[config.mk]
export PLATFORM = sky130hd
export DESIGN_NAME = uefc_ep0_ctrl
export DESIGN_NICKNAME = d
export VERILOG_FILES = /design/src/verilog/uefc_pkg.sv /design/src/verilog/uefc_ep0_ctrl.sv
export SDC_FILE = /design/constraint.sdc
export NUM_CORES = 1
export LEC_CHECK = 0
export ABC_CLOCK_PERIOD_IN_PS = 3180
export BUFFER_PORTS_ARGS = -buffer_cell sky130_fd_sc_hd__buf_2
export CORE_MARGIN = 5
export CORE_UTILIZATION = 35
export CTS_CLUSTER_DIAMETER = 30
export CTS_CLUSTER_SIZE = 16
export DETAILED_ROUTE_END_ITERATION = 6
export GPL_TIMING_DRIVEN = 1
export MAX_ROUTING_LAYER = met4
export PLACE_DENSITY = 0.64
export SLEW_MARGIN = 20
export SYNTH_ARGS = -nofsm -noshare
export SYNTH_HDL_FRONTEND = slang
export SYNTH_SLANG_ARGS = --single-unit
[constraint.sdc]
create_clock -name pclk -period 3.18 [get_ports pclk]
set_input_delay 0.477 -clock pclk [delete_from_list [all_inputs] [get_ports pclk]]
set_output_delay 0.477 -clock pclk [all_outputs]
set_load 0.02 [all_outputs]
[src/verilog/uefc_pkg.sv]
// package: offsets, field layout, reset values and carriers of the ep0 function control block
package uefc_pkg;
  // register byte offsets
  localparam logic [7:0] OFS_CTRL   = 8'h00;
  localparam logic [7:0] OFS_FLAGS  = 8'h04;
  localparam logic [7:0] OFS_MASK   = 8'h08;
  localparam logic [7:0] OFS_STATUS = 8'h0C;
  // function control fields
  localparam int CTRL_PULLUP_CONNECT  = 7;
  localparam int CTRL_FEN   = 6;
  localparam int CTRL_REMOTE_WAKE_REQUEST  = 5;
  localparam int CTRL_BUS_RESET_AUTORESET_ENABLE = 4;
  localparam int CTRL_BUSY  = 1;
  localparam int CTRL_DIR   = 0;
  localparam logic [7:0] CTRL_RESET = 8'h50;
  localparam logic [7:0] CTRL_WMASK = 8'hF3;
  // event flag fields
  localparam int FLG_BUSRST = 7;
  localparam int FLG_WAKE   = 3;
  localparam int FLG_SETUP  = 2;
  localparam int FLG_EP0    = 1;
  localparam int FLG_OVWR   = 0;
  localparam logic [7:0] FLG_USED  = 8'h8F;
  localparam logic [7:0] FLG_RESET = 8'h00;
  localparam logic [7:0] MASK_RESET = 8'h00;
  // remote wakeup signalling time
  localparam int CLK_MHZ      = 100;
  localparam int WAKE_TIME_US = 1000;
  localparam int WAKE_CYCLES  = WAKE_TIME_US * CLK_MHZ;
  localparam int WCNT_W       = 17;

  // wakeup sequencer, gray on each step except end back to idle
  typedef enum logic [1:0] {
    W_IDLE  = 2'b00,
    W_DRIVE = 2'b01,
    W_END   = 2'b11
  } uefc_wake_type;

  // events from the upstream port logic, one-cycle pulses
  typedef struct packed {
    logic bus_reset;
    logic setup_token;
    logic in_token;
    logic out_token;
    logic xfer_done;
    logic xfer_zero_len;
  } uefc_link_in_type;

  // answers and levels toward the upstream port logic
  typedef struct packed {
    logic setup_stall;
    logic setup_accept;
    logic ep0_stall;
    logic wake_drive;
    logic module_reset;
    logic pullup_en;
    logic function_en;
  } uefc_link_out_type;
endpackage

[src/verilog/uefc_ep0_ctrl.sv]
// ep0 function control: control register, event flags, wakeup and stall decisions
//
// How it works
// - writing one to remote_wake_request starts resume signalling on the bus
// - remote_wake_request clears itself once signalling has ended
// - writing zero to remote_wake_request changes nothing
// - autoreset off: bus reset only raises bus_reset_flag, no module reset
// - autoreset on: bus reset raises flag, resets module, clears other flags
// - module reset from bus reset keeps pullup_connect set
// - writing zero to the busy bit changes nothing
// - busy clears when software clears the control-request flag
// - while busy, every SETUP packet gets a STALL
// - direction zero: an early IN token is stalled
// - direction one: an early OUT token is stalled
// - zero-length handshake completion raises no endpoint event
// - port reset sets bus_reset_flag; module reset leaves it alone
// - clearing the control-request flag frees the buffer for the next request
// - new request before flag clear sets ctrl_request_overwrite_flag
module uefc_ep0_ctrl #(
  parameter int unsigned WAKE_CYCLES = uefc_pkg::WAKE_CYCLES
) (
  input  wire logic                     pclk,
  input  wire logic                     presetn,
  input  wire logic                     ce,
  input  wire logic                     psel,
  input  wire logic                     penable,
  input  wire logic                     pwrite,
  input  wire logic [7:0]               paddr,
  input  wire logic [31:0]              pwdata,
  input  wire logic [3:0]               pstrb,
  output logic                          pready,
  output logic [31:0]                   prdata,
  output logic                          pslverr,
  input  wire uefc_pkg::uefc_link_in_type  link_in,
  output uefc_pkg::uefc_link_out_type      link_out,
  output logic                          irq
);

  ////////////////////////////////////////////////////////////////////////////
  // bus decode
  // register map, one byte in the low lane of each word:
  //   ctrl    connect, enable, wake request, autoreset, busy, direction
  //   flags   bus reset, wake done, request, ep0 done, overwrite; write one clears
  //   mask    same layout as flags; irq is the or of flags anded with mask
  //   status  wake drive level and sequencer state, read only

  logic [7:0]                 ctrl_q, ctrl_d;
  logic [7:0]                 flags_q, flags_d;
  logic [7:0]                 mask_q;
  logic [7:0]                 rd_mux;
  logic [31:0]                prdata_q;
  logic                       slverr_q;
  uefc_pkg::uefc_wake_type    wst_q, wst_d;
  logic [uefc_pkg::WCNT_W-1:0] wcnt_q, wcnt_d;
  uefc_pkg::uefc_link_out_type lo_q, lo_d;

  wire setup_ph = psel & ~penable;
  wire access   = psel & penable;
  wire wr_en    = access & pwrite & pstrb[0];
  wire hit_ctrl = (paddr == uefc_pkg::OFS_CTRL);
  wire hit_flg  = (paddr == uefc_pkg::OFS_FLAGS);
  wire hit_mask = (paddr == uefc_pkg::OFS_MASK);
  wire hit_stat = (paddr == uefc_pkg::OFS_STATUS);
  wire mapped   = hit_ctrl | hit_flg | hit_mask | hit_stat;
  wire wr_ctrl  = wr_en & hit_ctrl;
  wire wr_flg   = wr_en & hit_flg;
  wire wr_mask  = wr_en & hit_mask;
  wire [7:0] wb = pwdata[7:0];

  // zero wait states; read data is caught in the setup cycle
  assign pready  = 1'b1;
  assign prdata  = prdata_q;
  assign pslverr = slverr_q & access;

  // read selection, reserved bits read zero
  wire [7:0] stat_v = {5'h00, lo_q.wake_drive, wst_q};
  assign rd_mux = hit_ctrl ? ctrl_q :
                  hit_flg  ? flags_q :
                  hit_mask ? mask_q :
                  hit_stat ? stat_v : 8'h00;

  // next read word, error flag and mask, each taken at its own edge only
  wire [31:0] prdata_d = {24'h000000, rd_mux};
  wire        slverr_d = ~mapped;
  wire [7:0]  mask_d   = wb & uefc_pkg::FLG_USED;

  ////////////////////////////////////////////////////////////////////////////
  // event qualification

  wire bus_reset_autoreset_enable     = ctrl_q[uefc_pkg::CTRL_BUS_RESET_AUTORESET_ENABLE];
  wire busy      = ctrl_q[uefc_pkg::CTRL_BUSY];
  wire dir_in    = ctrl_q[uefc_pkg::CTRL_DIR];
  wire auto_rst  = link_in.bus_reset & bus_reset_autoreset_enable;
  // a stalled setup never reaches the buffer
  wire setup_stl = link_in.setup_token & busy;
  wire setup_acc = link_in.setup_token & ~busy;
  wire ovwr_ev   = setup_acc & flags_q[uefc_pkg::FLG_SETUP];
  // early handshake in the wrong direction is stalled
  wire ep0_stl   = (link_in.in_token & ~dir_in)
                 | (link_in.out_token & dir_in);
  // zero-length status stage completes silently
  wire ep0_ev    = link_in.xfer_done & ~link_in.xfer_zero_len;
  wire setup_clr = wr_flg & wb[uefc_pkg::FLG_SETUP];
  wire wake_go   = wr_ctrl & wb[uefc_pkg::CTRL_REMOTE_WAKE_REQUEST];
  wire wake_end  = (wst_q == uefc_pkg::W_END);

  ////////////////////////////////////////////////////////////////////////////
  // control register next value

  always_comb begin
    ctrl_d = ctrl_q;
    if (wr_ctrl) begin
      // pullup_connect, fen, bus_reset_autoreset_enable, dir are plain; reserved bits never stored
      ctrl_d[uefc_pkg::CTRL_PULLUP_CONNECT]  = wb[uefc_pkg::CTRL_PULLUP_CONNECT];
      ctrl_d[uefc_pkg::CTRL_FEN]   = wb[uefc_pkg::CTRL_FEN];
      ctrl_d[uefc_pkg::CTRL_BUS_RESET_AUTORESET_ENABLE] = wb[uefc_pkg::CTRL_BUS_RESET_AUTORESET_ENABLE];
      ctrl_d[uefc_pkg::CTRL_DIR]   = wb[uefc_pkg::CTRL_DIR];
      // set-only bits: a zero write leaves them
      if (wb[uefc_pkg::CTRL_BUSY]) begin
        ctrl_d[uefc_pkg::CTRL_BUSY] = 1'b1;
      end
      if (wb[uefc_pkg::CTRL_REMOTE_WAKE_REQUEST]) begin
        ctrl_d[uefc_pkg::CTRL_REMOTE_WAKE_REQUEST] = 1'b1;
      end
    end
    // clearing the setup flag frees the request buffer
    if (setup_clr) begin
      ctrl_d[uefc_pkg::CTRL_BUSY] = 1'b0;
    end
    if (wake_end) begin
      ctrl_d[uefc_pkg::CTRL_REMOTE_WAKE_REQUEST] = 1'b0;
    end
    // module reset keeps pullup_connect and the enables, drops transfer state
    if (auto_rst) begin
      ctrl_d[uefc_pkg::CTRL_REMOTE_WAKE_REQUEST] = 1'b0;
      ctrl_d[uefc_pkg::CTRL_BUSY] = 1'b0;
      ctrl_d[uefc_pkg::CTRL_DIR]  = 1'b0;
      ctrl_d[uefc_pkg::CTRL_PULLUP_CONNECT] = ctrl_q[uefc_pkg::CTRL_PULLUP_CONNECT];
    end
    // reserved bits forced to zero whatever software writes
    ctrl_d[3:2] = 2'b00;
  end

  ////////////////////////////////////////////////////////////////////////////
  // event flags: write one clears, a new event wins over the clear

  always_comb begin
    flags_d = flags_q;
    if (wr_flg) begin
      flags_d = flags_q & ~(wb & uefc_pkg::FLG_USED);
    end
    // module reset drops every pending event except bus reset
    if (auto_rst) begin
      flags_d = flags_q & (8'h01 << uefc_pkg::FLG_BUSRST);
    end
    // events come last, so a set beats a clear written in the same cycle
    if (link_in.bus_reset) begin
      flags_d[uefc_pkg::FLG_BUSRST] = 1'b1;
    end
    if (setup_acc) begin
      flags_d[uefc_pkg::FLG_SETUP] = 1'b1;
    end
    if (ovwr_ev) begin
      flags_d[uefc_pkg::FLG_OVWR] = 1'b1;
    end
    if (ep0_ev) begin
      flags_d[uefc_pkg::FLG_EP0] = 1'b1;
    end
    if (wake_end) begin
      flags_d[uefc_pkg::FLG_WAKE] = 1'b1;
    end
  end

  ////////////////////////////////////////////////////////////////////////////
  // remote wakeup sequencer

  always_comb begin
    wst_d  = wst_q;
    wcnt_d = wcnt_q;
    // a request while signalling runs is ignored, nothing restarts
    case (wst_q)
      uefc_pkg::W_IDLE: begin
        if (wake_go & ~auto_rst) begin
          wst_d  = uefc_pkg::W_DRIVE;
          wcnt_d = uefc_pkg::WCNT_W'(WAKE_CYCLES - 1);
        end
      end
      uefc_pkg::W_DRIVE: begin
        // aborted by a module reset so the bus is released at once
        if (auto_rst) begin
          wst_d = uefc_pkg::W_IDLE;
        end else if (wcnt_q == '0) begin
          wst_d = uefc_pkg::W_END;
        end else begin
          wcnt_d = wcnt_q - 1'b1;
        end
      end
      uefc_pkg::W_END: begin
        wst_d = uefc_pkg::W_IDLE;
      end
      default: begin
        wst_d = uefc_pkg::W_IDLE;
      end
    endcase
  end

  ////////////////////////////////////////////////////////////////////////////
  // link answers, all registered

  always_comb begin
    lo_d              = '0;
    lo_d.setup_stall  = setup_stl;
    lo_d.setup_accept = setup_acc;
    lo_d.ep0_stall    = ep0_stl;
    lo_d.wake_drive   = (wst_d == uefc_pkg::W_DRIVE);
    lo_d.module_reset = auto_rst;
    // pullup follows the next control value, so it never dips at an autoreset
    lo_d.pullup_en    = ctrl_d[uefc_pkg::CTRL_PULLUP_CONNECT];
    lo_d.function_en  = ctrl_d[uefc_pkg::CTRL_FEN];
  end
  assign link_out = lo_q;

  // one level interrupt from unmasked sticky flags
  assign irq = |(flags_q & mask_q);

  ////////////////////////////////////////////////////////////////////////////
  // state registers, one short block each, all frozen while ce is low

  // control register; reset leaves the function enabled and autoreset on
  always_ff @(posedge pclk or negedge presetn) begin
    if (!presetn) begin
      ctrl_q <= uefc_pkg::CTRL_RESET;
    end else if (ce) begin
      ctrl_q <= ctrl_d;
    end
  end

  // sticky event flags
  always_ff @(posedge pclk or negedge presetn) begin
    if (!presetn) begin
      flags_q <= uefc_pkg::FLG_RESET;
    end else if (ce) begin
      flags_q <= flags_d;
    end
  end

  // mask; unimplemented flag bits can never raise irq
  always_ff @(posedge pclk or negedge presetn) begin
    if (!presetn) begin
      mask_q <= uefc_pkg::MASK_RESET;
    end else if (ce && wr_mask) begin
      mask_q <= mask_d;
    end
  end

  // wakeup sequencer state
  always_ff @(posedge pclk or negedge presetn) begin
    if (!presetn) begin
      wst_q <= uefc_pkg::W_IDLE;
    end else if (ce) begin
      wst_q <= wst_d;
    end
  end

  // wakeup down counter; only meaningful while driving
  always_ff @(posedge pclk or negedge presetn) begin
    if (!presetn) begin
      wcnt_q <= '0;
    end else if (ce) begin
      wcnt_q <= wcnt_d;
    end
  end

  // link answers; a frozen cycle stretches pulses, keep ce high around events
  always_ff @(posedge pclk or negedge presetn) begin
    if (!presetn) begin
      lo_q <= '0;
    end else if (ce) begin
      lo_q <= lo_d;
    end
  end

  // read word caught in the setup phase, steady through the access phase
  always_ff @(posedge pclk or negedge presetn) begin
    if (!presetn) begin
      prdata_q <= '0;
    end else if (ce && setup_ph) begin
      prdata_q <= prdata_d;
    end
  end

  // unmapped address flag, shown only during the access phase
  always_ff @(posedge pclk or negedge presetn) begin
    if (!presetn) begin
      slverr_q <= 1'b0;
    end else if (ce && setup_ph) begin
      slverr_q <= slverr_d;
    end
  end

endmodule

==> impl_metrics.env <==
export IMPL_grt_start_max_net_pins=22
export IMPL_dieArea_um2=9778
export IMPL_ff2ff_setup_slack_ns=0.60
export IMPL_cts_sinks=50
export IMPL_port_buffers=45
export IMPL_place_hpwl_um=4894
export IMPL_synth_distinct_cells=50
export IMPL_async_reset_ff_share_pct=100.0
export IMPL_final_common_cell="dfrtp_1"
export IMPL_ant_nets=0
export IMPL_grt_pass1_wl_um=10680
export IMPL_cpPeakStageDelay_ns=0.59
export IMPL_vias=2251
export IMPL_h_tree_depth=2
export IMPL_critPathTopFamily="simple AND/OR/NAND/NOR gates"
export IMPL_routed_wl_um=6434
export IMPL_syn_to_final_growth_pct=11.86
export IMPL_required_ns=3.36
export IMPL_hold_slack_ns=0.04256
export IMPL_cts_tree="done"
export IMPL_coreArea_um2=7727
export IMPL_cp_arrival_ns=2.75
export IMPL_hold_buffers=0
export IMPL_grt_overflow=0
export IMPL_wl_per_cell_um=15.00
export IMPL_synthFlopType="dfrtp_1"
export IMPL_fmax_ghz=0.3883
export IMPL_endpoint_kind="flip-flop"
export IMPL_dp_slack_ns=0.6164
export IMPL_yosysWarnings=0
export IMPL_fp_dieH_um=98.89
export IMPL_path_class="reg -> reg"
export IMPL_final_util_pct=40.03
export IMPL_via_per_inst=5.247
export IMPL_drt_first_pass_iters=4
export IMPL_dieWidth_um=98.89
export IMPL_gp_congestion=0.8775
export IMPL_crit_path_start_kind="flip-flop"
export IMPL_grt_pass1_vias=2169
export IMPL_grt_setup_unrepaired="false"
export IMPL_synth_seq_cells=50
export IMPL_clk_pin_slew_worst_paths_ns=0.09
export IMPL_ys_seq_area_share_pct=45.34
export IMPL_cp_num_buf_inv=0
export IMPL_finalClockSkew_ns=0.008171
export IMPL_crit_slowest_cell="or4_4"
export IMPL_maxSlewViolCount=0
export IMPL_synth_enable_flop_cells=0
export IMPL_netlist_instances=281
export IMPL_clock_path_buffers=2
export IMPL_p_per_area_nw_per_um2=399.4
export IMPL_fin_ws_ns=0.6047
export IMPL_vdd_drop_max_v=0.0001580
export IMPL_synth_area_um2=2765
export IMPL_cts_buffers=5
export IMPL_synth_area_per_cell_um2=9.840
export IMPL_cap_violations=0
export IMPL_hold_viol_final=0
export IMPL_hp_class="in -> async"
export IMPL_start_util_pct=35.78
export IMPL_leakagePower_nw=1.492
export IMPL_post_cts_setup_buffer_count=0
export IMPL_final_cell_mix="dfrtp_1, buf_2, nand2_1"
export IMPL_drt_iter0_drc=191
export IMPL_setup_violations=0
export IMPL_n_antenna_cell=0
export IMPL_grt_use_total_pct=13.85
export IMPL_fin_crit_ns=2.575
export IMPL_setup_tns_ns=0
export IMPL_cts_root_buf="clkbuf_8"
export IMPL_fin_nets=384
export IMPL_final_layout_size_suffix_gt1_share_pct=25.38
export IMPL_num_rows=32
export IMPL_worst_path_max_fanout=16
export IMPL_outcome="complete, no violations"
export IMPL_drc=0
export IMPL_ios=98
export IMPL_clock_latency_ns=0.31
export IMPL_timing_final_crit_share_pct=80.98
export IMPL_antenna_found_initial=0
export IMPL_cp_cell_sequence="or4_4 > or3_1 > o21ai_4 > and2_4 > o31ai_1"
export IMPL_post_cts_resized=0
cells by family (layout without fill, tap and decap cells):
group | Yosys count | count (layout) | synth area share (%)
adders and majority gates | 2 | 2 | 0.9048
AOI/OAI and AO/OA | 72 | 72 | 18.69
buffers and inverters | 44 | 67 | 10.77
muxes | 15 | 15 | 6.742
and+or+nand+nor | 96 | 96 | 17.29
other | 2 | 25 | 0.2716
DFF | 50 | 50 | 45.34
area by class of cell:
type	instances	area, µm²
timing repair buffer	51	270.3
inverter	8	30.03
fill	754	4634
multi-input combinational	210	1300
clock inverter	2	38.79
sequential	50	1254
clock buffer	6	72.57
tap	102	127.6
sequential cells by signal, indices dropped and copies added (netlist names):
register	flops
wcnt_q	17
prdata	8
link_out	7
ctrl_q	5
flags_q	5
mask_q	5
wst_q	2
slverr_q	1
power breakdown:
| group | internal (mW) | switching (mW) |
|---|---|---|
| clock | 0.236 | 0.217 |
| sequential | 0.647 | 0.0118 |
| combinational | 0.0373 | 0.0858 |
metal layers:
metal / GRT usage [%] / wire (µm) / vias up / part of all wire (%)
li1: - / - / 1066 / -
met1: 17.82 / 2825 / 1082 / 44
met2: 21.80 / 3070 / 93 / 48
met3: 2.902 / 440 / 10 / 6.8
met4: 4.517 / 97 / 0 / 1.5
met5: - / 0 / - / 0
synth_stat cells (2+ instances only):
| cell type | number | area [µm²] |
|---|---|---|
| nor2b_1 | 4 | 25.02 |
| or4_4 | 2 | 22.52 |
| a22oi_1 | 2 | 15.01 |
| o31ai_1 | 6 | 45.04 |
| inv_1 | 8 | 30.03 |
| buf_6 | 3 | 33.78 |
| dfstp_2 | 2 | 52.55 |
| a21o_1 | 6 | 45.04 |
| o21ai_0 | 13 | 65.06 |
| conb_1 | 2 | 7.510 |
| nand4_1 | 3 | 18.77 |
| mux2_2 | 9 | 101.4 |
| clkbuf_1 | 5 | 18.77 |
| a31oi_1 | 5 | 31.28 |
| nor4_1 | 9 | 56.30 |
| o21a_1 | 2 | 15.01 |
| o22a_2 | 4 | 40.04 |
| nand3_1 | 5 | 25.02 |
| nor3_1 | 12 | 60.06 |
| ha_1 | 2 | 25.02 |
| nor2_1 | 21 | 78.83 |
| nand2b_1 | 3 | 18.77 |
| mux4_2 | 2 | 45.04 |
| dfrtp_1 | 48 | 1201 |
| a22o_1 | 6 | 52.55 |
| and3_1 | 3 | 18.77 |
| buf_4 | 26 | 195.2 |
| mux2i_1 | 4 | 40.04 |
| a21oi_1 | 13 | 65.06 |
| o41ai_1 | 5 | 43.79 |
| nand2_1 | 27 | 101.4 |
path summary, 6_finish.rpt:
kind	startpoint	to	cells after the start
max	wcnt_q[5]	wcnt_q[15]	5
max in group asynchronous	presetn	ctrl_q[6]	2
min in group pclk	link_in[0]	flags_q[1]	2
max reg2reg	wcnt_q[5]	wcnt_q[15]	5
min reg2reg	prdata[6]	prdata[6]	2
min	presetn	wcnt_q[6]	1
stage by stage:
stage          area (µm²)  cells  total power [mW]
2_1_floorplan        2851    304            0.7683
3_3_place_gp         2982    421            0.7923
3_5_place_dp         2982    421            0.7946
4_1_cts              3093    429             1.252
5_1_grt              3093    429             1.290
6_report             3093    429             1.235
Power figures use the tool's default switching activity.
